File: src/pkg/sste_regs.svh
// Register indices, flag positions, reset values, opcodes and cycle counts of the execute block
`ifndef SSTE_REGS_SVH
`define SSTE_REGS_SVH

// Register indices; byte address is four times the index
`define SSTE_IDX_BASE_A     8'hD6
`define SSTE_IDX_BASE_B     8'hD7
`define SSTE_IDX_FLAGS      8'hE0
`define SSTE_IDX_STATUS     8'hE1

// Flag register bit positions
`define SSTE_FLAG_C         7
`define SSTE_FLAG_Z         6
`define SSTE_FLAG_S         5
`define SSTE_FLAG_V         4
`define SSTE_FLAG_D         3
`define SSTE_FLAG_H         2

// Status register bit positions
`define SSTE_STAT_STOPPED   0
`define SSTE_STAT_BUSY      1
`define SSTE_STAT_BADOP     2

// Reset values
`define SSTE_RST_BASE_A     8'h00
`define SSTE_RST_BASE_B     8'h00
`define SSTE_RST_FLAGS      8'h00

// Opcodes
`define SSTE_OP_SRA_R       8'hD0
`define SSTE_OP_SRA_IR      8'hD1
`define SSTE_OP_SRP         8'h31
`define SSTE_OP_STOP        8'h7F
`define SSTE_OP_SUB_BASE    8'h22
`define SSTE_OP_TCM_BASE    8'h62
`define SSTE_OP_SWAP_R      8'hF0
`define SSTE_OP_SWAP_IR     8'hF1

// Cycle counts
`define SSTE_CYC_SHORT      3'h4
`define SSTE_CYC_LONG       3'h6

`endif

File: src/pkg/sste_pkg.sv
// Types shared by the shift, subtract and test execute block
package sste_pkg;

   typedef enum logic [2:0]
   {
      K_SRA,
      K_SRP,
      K_STOP,
      K_SUB,
      K_SWAP,
      K_TCM,
      K_BAD
   } sste_kind_t;

   typedef enum logic [1:0]
   {
      ST_IDLE,
      ST_EXEC,
      ST_STOP
   } sste_state_t;

endpackage : sste_pkg

File: src/design/sste_execute.sv
// Execute datapath for shift, pointer load, stop, subtract, swap and masked test
//
// Summary of operation
// RQ1 - Arithmetic shift right keeps and copies bit 7
// RQ2 - Shift flags: C old bit0, V cleared
// RQ3 - Shift opcodes D0/D1, two bytes, four cycles
// RQ4 - Pointer load writes bits 3-7 of one base
// RQ5 - Pattern 00 loads both, forces bit3 0/1
// RQ6 - Pointer load opcode 31, four cycles, no flags
// RQ7 - Window bases sit at D6 and D7
// RQ8 - Stop halts CPU and system clocks, no flags
// RQ9 - Stop state retains all registers
// RQ10 - Stop exits only on reset or interrupt
// RQ11 - Waking by reset needs reset held long
// RQ12 - Subtract writes dst minus src, src untouched
// RQ13 - Subtract C borrow, Z zero, S sign
// RQ14 - Subtract overflow on opposite signs rule
// RQ15 - Subtract sets D, H means nibble borrow
// RQ16 - Subtract opcodes 22-26 with cycle counts
// RQ17 - Swap exchanges nibbles, Z and S updated
// RQ18 - Swap opcodes F0/F1, four cycles
// RQ19 - Masked test uses NOT dst AND src only
// RQ20 - Masked test Z, S set, V cleared
// RQ21 - Carry bit takes shifted bit or borrow
// RQ22 - Masked test uses subtract encodings, base 62
`timescale 1ns/1ps
`include "sste_regs.svh"

module sste_execute
   import sste_pkg::*;
(
   // Clock, reset, enable
   input  wire logic        clk,
   input  wire logic        srst,
   input  wire logic        ce,
   // Decoder issue
   input  wire logic        issue,
   input  wire logic [7:0]  opcode,
   input  wire logic [7:0]  dst_val,
   input  wire logic [7:0]  src_val,
   output logic             issue_ready,
   // Write-back
   output logic             done,
   output logic             wb_en,
   output logic [7:0]       wb_data,
   output logic [7:0]       flags,
   output logic [7:0]       base_a,
   output logic [7:0]       base_b,
   // Power-down
   input  wire logic        ext_int,
   output logic             cpu_clk_halt,
   output logic             sys_clk_halt,
   // APB slave
   input  wire logic        psel,
   input  wire logic        penable,
   input  wire logic        pwrite,
   input  wire logic [11:0] paddr,
   input  wire logic [31:0] pwdata,
   output logic [31:0]      prdata,
   output logic             pready,
   output logic             pslverr
);

   function automatic sste_kind_t decode_kind(input logic [7:0] op);
      sste_kind_t k;
      k = K_BAD;
      case (op)
         `SSTE_OP_SRA_R, `SSTE_OP_SRA_IR:   k = K_SRA;   // [RQ3]
         `SSTE_OP_SRP:                      k = K_SRP;   // [RQ6]
         `SSTE_OP_STOP:                     k = K_STOP;
         `SSTE_OP_SWAP_R, `SSTE_OP_SWAP_IR: k = K_SWAP;  // [RQ18]
         default:
         begin
            if (op >= `SSTE_OP_SUB_BASE && op <= `SSTE_OP_SUB_BASE + 8'h04)
               k = K_SUB;                                // [RQ16]
            else if (op >= `SSTE_OP_TCM_BASE && op <= `SSTE_OP_TCM_BASE + 8'h04)
               k = K_TCM;                                // [RQ22]
         end
      endcase
      return k;
   endfunction : decode_kind
   // Only the first two-byte form of subtract and test is short
   function automatic logic [2:0] op_cycles(input logic [7:0] op);
      logic [2:0] c;
      c = `SSTE_CYC_SHORT;
      if ((decode_kind(op) == K_SUB && op != `SSTE_OP_SUB_BASE) ||
          (decode_kind(op) == K_TCM && op != `SSTE_OP_TCM_BASE))
         c = `SSTE_CYC_LONG;                             // [RQ16] [RQ22]
      return c;
   endfunction : op_cycles
   function automatic logic [11:0] byte_addr(input logic [7:0] idx);
      return {2'b00, idx, 2'b00};
   endfunction : byte_addr
   sste_state_t state_r;
   sste_state_t state_nxt;
   sste_kind_t  kind_r;
   logic [7:0]  opd_r;
   logic [7:0]  ops_r;
   logic [2:0]  cnt_r;
   logic        done_r;
   logic        wb_en_r;
   logic [7:0]  wb_data_r;
   logic [7:0]  flags_r;
   logic [7:0]  base_a_r;
   logic [7:0]  base_b_r;
   logic        badop_r;
   logic        issue_ready_r;
   logic        cpu_halt_r;
   logic        sys_halt_r;
   logic [31:0] prdata_r;
   logic        pready_r;
   logic        pslverr_r;
   logic        take;
   logic        finish;
   logic [7:0]  res;
   logic [8:0]  sub_sum;
   logic [4:0]  nib_sum;
   logic [7:0]  flags_nxt;
   logic        res_wr;
   logic        apb_acc;
   logic        apb_wr;
   logic        hit;
   logic [31:0] rd_val;
   assign take   = ce && issue && issue_ready_r;
   assign finish = (state_r == ST_EXEC) && (cnt_r == 3'h1);
   // State sequencing
   always_comb
   begin
      state_nxt = state_r;
      case (state_r)
         ST_IDLE:
            if (issue && issue_ready_r)
               state_nxt = ST_EXEC;
         ST_EXEC:
            if (cnt_r == 3'h1)
               state_nxt = (kind_r == K_STOP) ? ST_STOP : ST_IDLE;    // [RQ8]
         ST_STOP:
            if (ext_int)
               state_nxt = ST_IDLE;                                  // [RQ10]
         default:
            state_nxt = ST_IDLE;
      endcase
   end

   // Reset is the other way out of stop; its length is the outside party's concern
   always_ff @(posedge clk)
   begin
      if (srst)
      begin
         state_r       <= ST_IDLE;                                   // [RQ11]
         issue_ready_r <= 1'b0;
         cpu_halt_r    <= 1'b0;
         sys_halt_r    <= 1'b0;
      end
      else if (ce)
      begin
         state_r       <= state_nxt;
         issue_ready_r <= (state_nxt == ST_IDLE);
         cpu_halt_r    <= (state_nxt == ST_STOP);                    // [RQ8]
         sys_halt_r    <= (state_nxt == ST_STOP);                    // [RQ8]
      end
   end

   // Operand capture and cycle count
   always_ff @(posedge clk)
   begin
      if (srst)
      begin
         kind_r <= K_BAD;
         opd_r  <= 8'h00;
         ops_r  <= 8'h00;
         cnt_r  <= 3'h0;
      end
      else if (ce)
      begin
         if (take)
         begin
            kind_r <= decode_kind(opcode);
            opd_r  <= dst_val;
            ops_r  <= src_val;
            cnt_r  <= op_cycles(opcode);                             // [RQ3] [RQ6] [RQ16]
         end
         else if (state_r == ST_EXEC)
            cnt_r <= cnt_r - 3'h1;
      end
   end

   // Datapath and flag computation
   always_comb
   begin
      sub_sum   = {1'b0, opd_r} + {1'b0, ~ops_r} + 9'h001;           // [RQ12]
      nib_sum   = {1'b0, opd_r[3:0]} + {1'b0, ~ops_r[3:0]} + 5'h01;
      res       = 8'h00;
      res_wr    = 1'b0;
      flags_nxt = flags_r;
      case (kind_r)
         K_SRA:
         begin
            res    = {opd_r[7], opd_r[7:1]};                         // [RQ1]
            res_wr = 1'b1;
            flags_nxt[`SSTE_FLAG_C] = opd_r[0];                      // [RQ2] [RQ21]
            flags_nxt[`SSTE_FLAG_Z] = (res == 8'h00);                // [RQ2]
            flags_nxt[`SSTE_FLAG_S] = res[7];                        // [RQ2]
            flags_nxt[`SSTE_FLAG_V] = 1'b0;                          // [RQ2]
         end
         K_SUB:
         begin
            res    = sub_sum[7:0];                                   // [RQ12]
            res_wr = 1'b1;
            flags_nxt[`SSTE_FLAG_C] = ~sub_sum[8];                   // [RQ13] [RQ21]
            flags_nxt[`SSTE_FLAG_Z] = (res == 8'h00);                // [RQ13]
            flags_nxt[`SSTE_FLAG_S] = res[7];                        // [RQ13]
            flags_nxt[`SSTE_FLAG_V] = (opd_r[7] != ops_r[7]) && (res[7] == ops_r[7]); // [RQ14]
            flags_nxt[`SSTE_FLAG_D] = 1'b1;                          // [RQ15]
            flags_nxt[`SSTE_FLAG_H] = ~nib_sum[4];                   // [RQ15]
         end
         K_SWAP:
         begin
            // Undefined C and V are simply left as they were
            res    = {opd_r[3:0], opd_r[7:4]};                       // [RQ17]
            res_wr = 1'b1;
            flags_nxt[`SSTE_FLAG_Z] = (res == 8'h00);                // [RQ17]
            flags_nxt[`SSTE_FLAG_S] = res[7];                        // [RQ17]
         end
         K_TCM:
         begin
            res    = ~opd_r & ops_r;                                 // [RQ19]
            flags_nxt[`SSTE_FLAG_Z] = (res == 8'h00);                // [RQ20]
            flags_nxt[`SSTE_FLAG_S] = res[7];                        // [RQ20]
            flags_nxt[`SSTE_FLAG_V] = 1'b0;                          // [RQ20]
         end
         default:
            res_wr = 1'b0;
      endcase
   end
   // Result write-back, one done pulse per instruction
   always_ff @(posedge clk)
   begin
      if (srst)
      begin
         done_r    <= 1'b0;
         wb_en_r   <= 1'b0;
         wb_data_r <= 8'h00;
      end
      else if (ce)
      begin
         done_r  <= finish;
         wb_en_r <= finish && res_wr;                                // [RQ19]
         if (finish)
            wb_data_r <= res;
      end
   end
   // APB access decode
   assign apb_acc = psel && penable && pready_r;
   assign apb_wr  = apb_acc && pwrite && !pslverr_r && (state_r != ST_STOP); // [RQ9]
   assign hit     = (paddr == byte_addr(`SSTE_IDX_BASE_A)) || (paddr == byte_addr(`SSTE_IDX_BASE_B)) ||
                    (paddr == byte_addr(`SSTE_IDX_FLAGS))  || (paddr == byte_addr(`SSTE_IDX_STATUS));
   always_comb
   begin
      rd_val = 32'h0000_0000;
      case (paddr)
         byte_addr(`SSTE_IDX_BASE_A): rd_val = {24'h000000, base_a_r};   // [RQ7]
         byte_addr(`SSTE_IDX_BASE_B): rd_val = {24'h000000, base_b_r};   // [RQ7]
         byte_addr(`SSTE_IDX_FLAGS):  rd_val = {24'h000000, flags_r};
         byte_addr(`SSTE_IDX_STATUS): rd_val = {29'h0000000, badop_r, state_r == ST_EXEC, state_r == ST_STOP};
         default:                     rd_val = 32'h0000_0000;
      endcase
   end

   // Flags: instruction result wins over a software write in the same cycle
   always_ff @(posedge clk)
   begin
      if (srst)
         flags_r <= `SSTE_RST_FLAGS;
      else if (ce)
      begin
         if (finish)
            flags_r <= flags_nxt;                                    // [RQ6] [RQ8]
         else if (apb_wr && paddr == byte_addr(`SSTE_IDX_FLAGS))
            flags_r <= pwdata[7:0];
      end
   end

   // Window bases
   always_ff @(posedge clk)
   begin
      if (srst)
      begin
         base_a_r <= `SSTE_RST_BASE_A;
         base_b_r <= `SSTE_RST_BASE_B;
      end
      else if (ce)
      begin
         if (finish && kind_r == K_SRP)
         begin
            case (ops_r[1:0])
               2'b10: base_a_r[7:3] <= ops_r[7:3];                   // [RQ4]
               2'b01: base_b_r[7:3] <= ops_r[7:3];                   // [RQ4]
               2'b00:
               begin
                  base_a_r[7:3] <= {ops_r[7:4], 1'b0};               // [RQ5]
                  base_b_r[7:3] <= {ops_r[7:4], 1'b1};               // [RQ5]
               end
               default: base_a_r <= base_a_r;
            endcase
         end
         else if (apb_wr && paddr == byte_addr(`SSTE_IDX_BASE_A))
            base_a_r <= pwdata[7:0];
         else if (apb_wr && paddr == byte_addr(`SSTE_IDX_BASE_B))
            base_b_r <= pwdata[7:0];
      end
   end

   // Bad opcode sticky bit; a new bad opcode wins over a clear
   always_ff @(posedge clk)
   begin
      if (srst)
         badop_r <= 1'b0;
      else if (ce)
      begin
         if (finish && kind_r == K_BAD)
            badop_r <= 1'b1;
         else if (apb_wr && paddr == byte_addr(`SSTE_IDX_STATUS) && pwdata[`SSTE_STAT_BADOP])
            badop_r <= 1'b0;
      end
   end
   // APB answer: one wait state, read data and error registered
   always_ff @(posedge clk)
   begin
      if (srst)
      begin
         pready_r  <= 1'b0;
         pslverr_r <= 1'b0;
         prdata_r  <= 32'h0000_0000;
      end
      else if (ce)
      begin
         pready_r  <= psel && penable && !pready_r;
         pslverr_r <= psel && penable && !pready_r && !hit;
         if (psel && penable && !pready_r)
            prdata_r <= (hit && !pwrite) ? rd_val : 32'h0000_0000;
      end
   end
   assign issue_ready  = issue_ready_r;
   assign done         = done_r;
   assign wb_en        = wb_en_r;
   assign wb_data      = wb_data_r;
   assign flags        = flags_r;
   assign base_a       = base_a_r;
   assign base_b       = base_b_r;
   assign cpu_clk_halt = cpu_halt_r;
   assign sys_clk_halt = sys_halt_r;
   assign prdata       = prdata_r;
   assign pready       = pready_r;
   assign pslverr      = pslverr_r;
endmodule : sste_execute

File: config.mk
export PLATFORM = sky130hd
export DESIGN_NAME = sste_execute
export DESIGN_NICKNAME = d
export VERILOG_FILES = /design/src/pkg/sste_pkg.sv /design/src/design/sste_execute.sv
export VERILOG_INCLUDE_DIRS = /design/src /design/src/pkg
export SDC_FILE = /design/constraint.sdc
export NUM_CORES = 1
export LEC_CHECK = 0
export ABC_CLOCK_PERIOD_IN_PS = 2910
export BUFFER_PORTS_ARGS = -buffer_cell sky130_fd_sc_hd__buf_2
export CORE_MARGIN = 2
export CORE_UTILIZATION = 45
export DETAILED_ROUTE_END_ITERATION = 8
export MAX_ROUTING_LAYER = met4
export PLACE_DENSITY = 0.72
export SLEW_MARGIN = 5
export SYNTH_ARGS = -nofsm -noshare
export SYNTH_HDL_FRONTEND = slang
export SYNTH_SLANG_ARGS = --single-unit
File: constraint.sdc
create_clock -name clk -period 2.91 [get_ports clk]
set_input_delay 0.582 -clock clk [delete_from_list [all_inputs] [get_ports clk]]
set_output_delay 0.582 -clock clk [all_outputs]
set_load 0.005 [all_outputs]
# Word-level counts from Yosys, hierarchy flattened
# Cells that the tools add are included.
[word_totals] reg_bits=95 word_cells=174
[op_classes] addsub=5 order_cmp=4 eq_ne=36 n_mux=33 n_bitwise=9 n_reduce_logical=64
[ops] op="case mux 8 bit (4 select lines)" count=2
[ops] op="equality test 12 x 10 -> 1 bit (second input constant)" count=4
[ops] op="2-to-1 mux 8 bit" count=6
[ops] op="equality test 8 bit (second input constant)" count=4
[ops] op="logical NOT 8 bit" count=4
[ops] op="2-to-1 mux 32 bit" count=1
[ops] op="logical AND 1 bit" count=25
[ops] op="AND reduction 3 bit" count=7
[ops] op="case mux 5 bit (2 select lines)" count=2
[ops] op="2-to-1 mux 3 bit" count=6
[ops] op="NOT 8 bit" count=2
[ops] op="2-to-1 mux 2 bit" count=7
[ops] op="equality test 3 bit (second input constant)" count=4
[ops] op="case mux 3 bit (4 select lines)" count=1
[ops] op="AND reduction 2 bit" count=5
[ops] op="nonzero test 2 bit" count=5
[ops] op="adder 8 x 8 -> 9 bit" count=1
[ops] op="adder 9 x 1 -> 9 bit (second input constant)" count=1
[ops] op="equality test 3 x 2 -> 1 bit (second input constant)" count=3
[ops] op="inequality test 3 x 1 -> 1 bit (second input constant)" count=3
[ops] op="AND 8 bit" count=1
[ops] op="equality test 8 x 6 -> 1 bit (second input constant)" count=1
[ops] op="equality test 8 x 7 -> 1 bit (second input constant)" count=1
[ops] op="greater-or-equal comparator 8 x 6 -> 1 bit (second input constant)" count=1
[ops] op="31 further kinds" count=54

# Logic depth before layout (Yosys ltp)
# Gate-level depths: netlist of the first run.
[depth] word_depth=13 mapped_depth=9 mapped_depth_nobuf=9

# Worst setup path after synthesis of the first run
# No wires, ideal clock.
[synth_path] path_kind="input to register" start="in paddr[1]" end="reg base_b_r[4], in the netlist base_b[4]" arrival_ps=2183 required_ps=2778 setup_slack_ps=595 stages=8 cell_sequence="or3_1 -> buf_6 -> nor4b_4 -> and3_1 -> buf_6 -> o21ai_4 -> a221oi_1 -> nor3_1"
[synth_between] elab_chain_cells=4 elab_cells_between_ends=7 classes_between="eq/ne: 3; reduce/logical: 4"
[synth_rtl] item="start: declaration" line_no="sste_execute.sv:57" text="input wire logic [11:0] paddr,"
[synth_rtl] item="equality test 12 x 10 -> 1 bit (on tied branches)" line_no="sste_execute.sv:307, sste_execute.sv:309"
[synth_rtl] item="logical AND 1 bit (on tied branches)" line_no="sste_execute.sv:307, sste_execute.sv:309"
[synth_rtl] item="inequality test 2 bit (no line) or nonzero test 2 bit (tied branches)"
[synth_rtl] item="AND reduction 4 bit (no line) (*)"
[synth_rtl] item="end signal: assignment" line_no="sste_execute.sv:298" text="2'b01: base_b_r[7:3] <= ops_r[7:3];"
[synth_rtl] item="end signal: assignment" line_no="sste_execute.sv:302" text="base_b_r[7:3] <= {ops_r[7:4], 1'b1};"
[synth_rtl] item="end signal: assignment" line_no="sste_execute.sv:310" text="base_b_r <= pwdata[7:0];"
[synth_rtl] item="end: declaration" line_no="sste_execute.sv:105" text="logic [7:0] base_b_r;"
# Mark *: on every way between the ends. The rest lies on a longest branch, timed or not.
# A chain may end at the register's enable or synchronous reset.

# Worst setup path in the final report of the first run
[layout_path] start="reg opd_r[0]" end="reg flags_r[6], in the netlist flags[6]"
[layout_between] elab_chain_cells=5 elab_cells_between_ends=9 classes_between="add/sub: 2; mux: 2; bitwise: 2; reduce/logical: 3"
[layout_rtl] item="start: declaration" line_no="sste_execute.sv:97" text="logic [7:0] opd_r;"
[layout_rtl] item="start signal: assignment" line_no="sste_execute.sv:179" text="opd_r <= dst_val;"
[layout_rtl] item="adder 8 x 8 -> 9 bit or NOT 8 bit (tied branches)" line_no="sste_execute.sv:191, sste_execute.sv:227"
[layout_rtl] item="adder 9 x 1 -> 9 bit or AND 8 bit (tied branches)" line_no="sste_execute.sv:191, sste_execute.sv:227"
[layout_rtl] item="logical NOT 8 bit (on tied branches)" line_no="sste_execute.sv:211, sste_execute.sv:228"
[layout_rtl] item="case mux 2 bit (4 select lines) (*)" line_no="sste_execute.sv:196" text="case (kind_r)"
[layout_rtl] item="2-to-1 mux 8 bit (*)" line_no="sste_execute.sv:277" text="if (finish)"
[layout_rtl] item="end signal: assignment" line_no="sste_execute.sv:274" text="flags_r <= `SSTE_RST_FLAGS;"
[layout_rtl] item="end signal: assignment" line_no="sste_execute.sv:278" text="flags_r <= flags_nxt;"
[layout_rtl] item="end signal: assignment" line_no="sste_execute.sv:280" text="flags_r <= pwdata[7:0];"
[layout_rtl] item="end: declaration" line_no="sste_execute.sv:103" text="logic [7:0] flags_r;"
# Marked as above.

==> metrics.txt, run 1 <==
status finished, final reports clean; Core Area 9680 sq um; period utilization 82.0%; ANT cells 0; Max-Cap Viols 0; largest net degree at the start of global routing 40; Seq/Total Area, Yosys 31.9%; final hold vios 0; Worst slew margin 60.8%; total power 2010 uW; Internal 1460 uW; Die Wd 104 um; post-synth cell types 68; vias in the first global route 4317; switching power share of the total 27.2%; Critical Path RT 3.19 ns; peak supply drop 0.000180 V; # fillers 946; number of non-filler instances in the completed layout 802; RSZ-0062 raised after global routing no; CTS tree built; antenna-violating nets left 0; switching component of the power 545 uW; crit path kind reg -> reg; hold buffer count at CTS 0; post-synthesis average cell area 7.84 sq um; DP Cell Count 787; Critical-path top delay cell fa_1; drt first pass iters 5; root buffer cell clkbuf_8; crit path time final 2.39 ns; Hold WC Path Type reg -> reg; clk_lat worst skew 0.34 ns; top_reg_cell synth dfxtp_1; Port Buffer Count 98; post-synth top area share 31.9%; clk slew on worst S/H paths 0.08 ns; kind of end point of the critical path register; clock skew 0.0105 ns; H-tree levels 3; arrival time worst endpoint 2.67 ns; share of layout cells above drive strength 1 21.5%; Layout area overhead 16.7%; post-DR wirelength/cell 15.9 um; Lkg Pwr 0.00212 uW; Avg Vias per Cell 5.60; Finish-stage setup viols 0; Startpoint Class register; pre-CTS setup slack 0.273 ns; die area 10700 sq um; # IOs 147; Yosys reg bits 71; post-synth top area cell dfxtp_1; GRT Total Usage 24.7%; initial antenna violation count 0; Reg2Reg Setup Slack 0.52 ns; Slew @ Worst Pin 0.587 ns; Core Rows 36; crit-path max FO 3; GRT overflow 0; synth top area cells dfxtp_1, nand2_1, a21oi_1; Flop pwr share 49.8%; Pwr Density 386 nW/um^2; Finished Cell Area 5200 sq um; total CTS buffers 9; drt first-iter violations 307; global placement routability congestion 0.983; setup TNS 0 ns; FFs w/ async S/R, synth 0%; Synth Instances 568; combinational share of power 11.6%; Initial Util 46.0%; DRC viols 0; Area after DPL 5020 sq um; clock network power share 38.6%; timing-limited maximum frequency 419 MHz; drt total wl 12700 um; final setup margin 0.525 ns; CP peak stage delay 0.40 ns; number of flops mapped to enable cells by yosys 0; YS warnings 0; first-pass GRT wire length 21200 um; Top Family by Delay on Critical Path adder cells; clk buf depth 2; Die H 104 um; Post-CTS Setup Bufs 0; buffers and inverters on the worst path 1; DP HPWL 9940 um; routed vias 4490; worst-path cell chain inv_1, ha_1, fa_1, nand2b_1, a21oi_1, xor2_1, nor3_1, o211ai_1, o21ai_1; post-CTS sizing 0; synthesized cell area 4460 sq um; Nets 760; max-slew violations 0; Sink Count 71
-- path summary, 6_finish.rpt --
path / startpoint / to / depth (start not counted)
setup reg to reg: opd_r[0] / flags[6] / 9
hold reg to reg: prdata[4] / prdata[4] / 2
hold / removal: prdata[4] / prdata[4] / 2
setup / recovery: opd_r[0] / flags[6] / 9
-- registers in the layout, indices dropped and copies added (netlist names) --
name,cells
opd_r,8
sys_clk_halt,1
ops_r,8
kind_r,3
base_a,8
wb_data,8
badop_r,1
flags,8
wb_en,1
pslverr,1
done,1
prdata,8
cnt_r,3
base_b,8
state_r,2
issue_ready,1
pready,1
-- power by group through the flow --
| stage | registers (uW) | logic, uW | clock network, uW |
|---|---|---|---|
| floorplan | 1020 | 169 | 0 |
| global placement | 1020 | 222 | 0 |
| detailed placement | 1020 | 228 | 0 |
| CTS | 999 | 229 | 787 |
| global route | 1000 | 258 | 838 |
| finish | 1000 | 233 | 776 |
-- cells in the final DEF (no fill, tap or decap), types with 3 or more instances in the layout --
master,instances
nor2b_1,9
a211oi_1,6
buf_4,16
nor4_1,3
nand2_1,73
xor2_1,4
mux2i_1,12
a31oi_1,3
nor3b_1,4
o21ai_1,3
nand4_1,8
a22o_1,6
a221oi_1,15
nor3_1,13
o21a_1,6
clkbuf_8,9
buf_2,98
dfxtp_1,71
o211ai_1,5
a21oi_1,50
ha_1,18
o21ai_0,26
or4_1,4
conb_1,24
and3_1,3
nand3_1,19
nand3b_1,3
and2_1,3
a22oi_1,3
nand2b_1,12
inv_1,35
nor2_1,46
clkinv_2,3
o22ai_1,10
a222oi_1,3
-- metal layers --
metal	vias to the layer above	global-route usage, %	part of all wire [%]
met5	-	-	0
met4	0	10.2	2.8
met3	27	4.03	7.0
met2	190	38.5	45
met1	2082	32.2	45
li1	2191	-	-
-- area by class of cell --
class / count / area (sq um) / share of cell area [%]
well taps: 133 / 166 / 3.20
multi-input cells: 434 / 2690 / 51.6
clock buffers: 9 / 124 / 2.38
repair buffers: 114 / 611 / 11.7
inverters: 35 / 131 / 2.53
flip-flops and latches: 71 / 1420 / 27.3
clock inverters: 6 / 61.3 / 1.18
-- Yosys cell counts (all sizes together), types with 14 or more instances --
| library cell | number |
|---|---|
| a21oi | 50 |
| a221oi | 15 |
| buf | 31 |
| clkbuf | 20 |
| dfxtp | 71 |
| ha | 18 |
| inv | 35 |
| nand2 | 73 |
| nand3 | 20 |
| nor2 | 46 |
| nor3 | 14 |
| o21ai | 30 |
-- stage by stage --
stage | utilization [%] | hold WS [ns]
floorplan | - | 0.449
global placement | 51.8 | 0.431
detailed placement | 51.8 | 0.445
CTS | 53.7 | 0.463
global route | 53.7 | 0.475
finish | 53.7 | 0.454
-- kinds of logic after synthesis --
group,count (synthesis),synth area share [%]
multiplexers,13,2.95
AO/OA/AOI/OAI,153,22.6
other,1,0.0842
AND/OR/NAND/NOR,220,26.2
flip-flops,71,31.9
XOR/XNOR,5,0.983
adder cells (fa/ha/maj),19,5.50
buffers and inverters,86,9.74
-- worst min-delay path, stage by stage, from the launching register on --
cell,delay (ns)
dfxtp_1,0.33
nand2_1,0.04
o21ai_0,0.05
Note: power is estimated with default switching activity, not from simulation.
==> inputs of run 2 (changes only) <==
--- a/config.mk
+++ b/config.mk
@@ -6,7 +6,7 @@
 export SDC_FILE = /design/constraint.sdc
 export NUM_CORES = 1
 export LEC_CHECK = 0
-export ABC_CLOCK_PERIOD_IN_PS = 2910
+export ABC_CLOCK_PERIOD_IN_PS = 2250
 export BUFFER_PORTS_ARGS = -buffer_cell sky130_fd_sc_hd__buf_2
 export CORE_MARGIN = 2
 export CORE_UTILIZATION = 45
==> constraint.sdc (replaced) <==
create_clock -name clk -period 2.25 [get_ports clk]
set_input_delay 0.45 -clock clk [delete_from_list [all_inputs] [get_ports clk]]
set_output_delay 0.45 -clock clk [all_outputs]
set_load 0.005 [all_outputs]
==> run 2 against run 1 <==
Against the previous run: clock-buffer cell count up 1; clock power up 53%; fmax up 12%; critical path type unchanged; sequential share of layout area down 1.4 points; via count up 3.5%; register-to-register slack worse by 0.41 ns; design area up 5.8%; core utilization up 3.1 points; die area unchanged; sequential power up 29%; critical path depth unchanged; combinational power up 48%.
==> metrics.txt, run 2 (synthesized netlist as in run 1, its figures left out) <==
Port Buffer Count 98; clk buf depth 2; drt first-iter violations 364; Avg Vias per Cell 5.58; Core Rows 36; period utilization 94.8%; combinational share of power 12.2%; RSZ-0062 raised after global routing yes; Flop pwr share 45.6%; multi-input logic area 2720 sq um; hold endpoint ops_r[4]; GRT Total Usage 25.0%; drt first pass iters 5; H-tree levels 3; switching power share of the total 26.5%; Worst slew margin 59.0%; final setup margin 0.116 ns; final hold slack 0.321 ns; Layout Utilization 56.8%; antenna-violating nets left 0; status finished, final reports clean; # fillers 921; post-DR wirelength/cell 16.0 um; drt total wl 13300 um; most common cell after layout, fill and taps aside buf_2; Finish-stage setup viols 0; vias in the first global route 4341; hold path start src_val[4]; Register Area 1430 sq um; arrival time worst endpoint 2.42 ns; Startpoint Class register; Reg2Reg Setup Slack 0.12 ns; Internal 2080 uW; timing-limited maximum frequency 469 MHz; R2R Path Start ops_r[6]; commonest cells after routing, fill and taps aside buf_2, nand2_1, dfxtp_1; CTS tree built; Slew @ Worst Pin 0.609 ns; Max-Cap Viols 0; root buffer cell clkbuf_8; Lkg Pwr 0.00229 uW; Die H 104 um; share of layout cells above drive strength 1 26.4%; final hold vios 0; max-slew violations 0; crit-path max FO 5; Nets 790; pre-CTS setup slack -0.0523 ns; # IOs 147; clock network power share 42.3%; Sink Count 71; Hold Path Stages 3; peak supply drop 0.000362 V; clk slew on worst S/H paths 0.08 ns; kind of end point of the critical path register; total CTS buffers 9; clk_lat worst skew 0.36 ns; Die Wd 104 um; switching component of the power 748 uW; Pwr Density 513 nW/um^2; largest net degree at the start of global routing 40; Hold WC Path Type in -> reg; DRC viols 0; clock skew 0.0100 ns; Critical Path RT 2.54 ns; Layout area overhead 23.5%; Post-CTS Setup Bufs 0; first-pass GRT wire length 21400 um; initial antenna violation count 0; hold buffer count at CTS 0; GRT overflow 0; Core Area 9680 sq um; crit path time final 2.13 ns; DP HPWL 10400 um; crit path kind reg -> reg; worst-case reg-to-reg path depth 9; r2r endpoint flags[6]; die area 10700 sq um; ANT cells 0; Initial Util 46.0%; routed vias 4649; global placement routability congestion 0.936
## run 2: timing repair
item,CTS,global route
pin swaps,1,3
endpoints found under the setup margin,1,10
resized for setup,1,9
## run 2: through the flow
| step | power [uW] | TNS (ns) | std cells | cell area, sq um |
|---|---|---|---|---|
| after floorplan | 1530 | 0 | 591 | 4540 |
| final | 2830 | 0 | 833 | 5500 |
| after CTS | 2820 | 0 | 833 | 5470 |
| after global routing | 2920 | -0.0218 | 833 | 5500 |
| after detailed placement | 1650 | -0.127 | 817 | 5240 |
| after global placement | 1640 | -0.0801 | 817 | 5240 |
## run 2: area by class of cell
| cell class | instances | area share (%) |
|---|---|---|
| clock buffers | 10 | 2.50 |
| clock inverters | 6 | 1.64 |
| inverters | 35 | 2.39 |
| multi-input cells | 434 | 49.4 |
| flip-flops and latches | 71 | 25.9 |
| well taps | 133 | 3.02 |
| repair buffers | 144 | 15.2 |
## run 2: routing by layer
layer | vias to the layer above | GRT usage (%) | wire, um
met5 | - | - | 0
met2 | 203 | 40.5 | 6270
li1 | 2254 | - | -
met1 | 2177 | 31.6 | 5850
met4 | 0 | 7.92 | 190
met3 | 15 | 4.91 | 981
## run 2: worst max-delay path: stages (launching register included)
cell and delay (ns):
dfxtp_1 0.50, inv_1 0.08, ha_1 0.23, a2111o_1 0.38
o21ai_0 0.15, buf_4 0.15, xor2_1 0.21, buf_4 0.14
o211ai_1 0.08, o21ai_1 0.14
## run 2: power groups by stage
stage | combinational (uW) | sequential [uW] | clock (uW)
after floorplan | 218 | 1310 | 0
after global placement | 324 | 1320 | 0
after detailed placement | 333 | 1320 | 0
after CTS | 335 | 1290 | 1190
after global routing | 379 | 1290 | 1250
final | 344 | 1290 | 1190
## run 2: how the worst max path moves through the flow
stage	endpoint	startpoint	slack, ns	cells after the start
final	flags[6]	ops_r[6]	0.12	9
after global routing	wb_data[6]	opd_r[0]	-0.02	9
after CTS	wb_data[6]	opd_r[0]	0.04	9
after detailed placement	flags[6]	paddr[3]	-0.05	8
after global placement	flags[6]	paddr[3]	-0.05	8
after floorplan	base_b[4]	paddr[1]	0.07	8
==> inputs of run 3 (changes only) <==
--- a/config.mk
+++ b/config.mk
@@ -6,6 +6,7 @@
 export SDC_FILE = /design/constraint.sdc
 export NUM_CORES = 1
 export LEC_CHECK = 0
+export ABC_AREA = 1
 export ABC_CLOCK_PERIOD_IN_PS = 2250
 export BUFFER_PORTS_ARGS = -buffer_cell sky130_fd_sc_hd__buf_2
 export CORE_MARGIN = 2
==> run 3 against run 2 <==
Against the previous run: die area rose by 5.0%; clock-buffer cell count fell by 1; synthesized cell count rose by 20%; cell count rose by 11%; fmax rose by 2.8%; largest cell class unchanged; sequential share of layout area rose by 0.36 points; total power fell by 5.8%; highest routed layer unchanged; via count rose by 3.0%; sequential power barely moved; non-clock buffer count fell by 37; clock skew fell by 0.0026 ns; synthesized area rose by 5.2%.
==> metrics.txt, run 3 <==
first-pass GRT wire length 21600 um; commonest cells after routing, fill and taps aside nand2_1, buf_2, inv_1; Hold WC Path Type in -> reg; crit path kind reg -> reg; CTS tree built; Sink Count 71; die area 11200 sq um; Worst slew margin 65.6%; Port Buffer Count 98; vias in the first global route 4349; final hold vios 0; synth top area cells dfxtp_1, nand2_1, a21oi_1; Core Area 10200 sq um; total power 2660 uW; antenna-violating nets left 0; multi-input logic area 2750 sq um; largest family of logic cells by synthesized area simple AND/OR/NAND/NOR gates; GRT overflow 0; arrival time worst endpoint 2.38 ns; post-CTS sizing 0; status finished, final reports clean; largest net degree at the start of global routing 41; Core Rows 37; Die Wd 106 um; crit-path max FO 4; FFs w/ async S/R, synth 0%; most common cell after layout, fill and taps aside nand2_1; Yosys reg bits 71; drt first-iter violations 235; post-synthesis average cell area 6.86 sq um; global placement routability congestion 0.922; root buffer cell clkbuf_8; clk buf depth 2; ANT cells 0; hold buffer count at CTS 0; Initial Util 45.8%; DP HPWL 10600 um; setup TNS 0 ns; synthesized cell area 4690 sq um; Finish-stage setup viols 0; Slew @ Worst Pin 0.516 ns; DRC viols 0; XOR/XNOR Fraction of Synth Area 0.187%; Lkg Pwr 0.00253 uW; timing-limited maximum frequency 482 MHz; Layout area overhead 15.5%; Synth Instances 683; max-slew violations 0; post-synth cell types 48; clk_lat worst skew 0.36 ns; RSZ-0062 raised after global routing no; post-DR wirelength/cell 14.6 um; top cells by count, synth nand2_1, inv_1, dfxtp_1; post-synthesis adder-cell area fraction 5.23%; Seq/Total Area, Yosys 30.3%; H-tree levels 3; initial antenna violation count 0; post-synth top area cell dfxtp_1; Register Area 1420 sq um; Avg Vias per Cell 5.18; Nets 878; YS warnings 0; number of flops mapped to enable cells by yosys 0; top_reg_cell synth dfxtp_1; routed vias 4788; Max-Cap Viols 0; share of layout cells above drive strength 1 22.5%; # IOs 147; Critical Path RT 2.55 ns; GRT Total Usage 24.8%; peak supply drop 0.000262 V; drt first pass iters 7; area fraction in compound gates after synthesis 19.1%; mux contribution to synthesized area 0%; post-synth top area share 30.3%; Post-CTS Setup Bufs 0; crit path time final 2.08 ns; Die H 106 um; kind of end point of the critical path register; Startpoint Class register; total CTS buffers 9; drt total wl 13500 um; period utilization 92.2%; Synth Area in Simple Gates 32.2%; most frequent cell after synthesis nand2_1; clock skew 0.00742 ns; # fillers 1066; Pwr Density 492 nW/um^2; clk slew on worst S/H paths 0.08 ns
## run 3: changes by cell type after synthesis, sizes merged, moves of 12 or more
cell | previous run | this run
nand2 | 73 | 159
inv | 35 | 86
nand3 | 20 | 45
o21ai | 30 | 54
a21oi | 50 | 70
nor2 | 46 | 63
a221oi | 15 | 0
mux2i | 12 | 0
nand2b | 12 | 0
nand4 | 8 | 20
## run 3: stage by stage
stage               utilization, %  instances  area [sq um]  setup WS [ns]  hold WS, ns
finish                        52.9        924          5410          0.175        0.343
global route                  52.9        924          5410         0.0130        0.354
CTS                           52.9        924          5410          0.131        0.332
detailed placement            51.2        908          5240          0.164        0.453
global placement              51.2        908          5240          0.212        0.451
floorplan                        -        706          4770          0.437        0.440
## run 3: cells by family (layout without fill, tap and decap cells)
kind of cell | Yosys count | in the layout
compound gates | 158 | 158
xor+xnor | 1 | 1
fa+ha+maj | 19 | 19
buf+inv | 130 | 212
flops | 71 | 71
other cells | 1 | 24
simple gates | 303 | 303
## run 3: final cells by class
| class | instances | area share, % |
|---|---|---|
| multi-input combinational | 505 | 50.9 |
| timing repair buffer | 107 | 10.3 |
| tap | 136 | 3.14 |
| inverter | 89 | 6.24 |
| sequential | 71 | 26.3 |
| clock buffer | 9 | 2.29 |
| clock inverter | 7 | 0.901 |
## run 3: metal layers
layer  global-route usage (%)  part of all wire (%)
met5                        -                     0
met2                     41.6                    47
met3                     4.29                   5.6
met1                     31.1                    46
met4                     6.20                   1.4
## run 3: path summary, 6_finish.rpt
path / slack [ns] / cells past startpoint / from / end
max: 0.17 / 14 / opd_r[0] / flags[6]
min: 0.34 / 3 / src_val[0] / ops_r[0]
max reg2reg: 0.17 / 14 / opd_r[0] / flags[6]
min reg2reg: 0.46 / 2 / wb_data[6] / wb_data[6]
## run 3: worst max-delay path, stage by stage (launching register included)
cell	delay, ns
dfxtp_1	0.38
inv_1	0.12
ha_1	0.25
fa_2	0.37
inv_1	0.11
nand3_1	0.09
nand2_1	0.10
nand2_1	0.05
nand2_1	0.08
nand3_1	0.07
nor2_1	0.10
nand3_1	0.07
nand2_1	0.06
nand2_1	0.06
a21oi_1	0.11
## run 3: where the power goes
group / switching, uW / leakage [uW] / internal, uW
clock network: 535 / 0.0000776 / 399
logic: 282 / 0.00188 / 148
registers: 19.9 / 0.000574 / 1280
total: 837 / 0.00253 / 1820
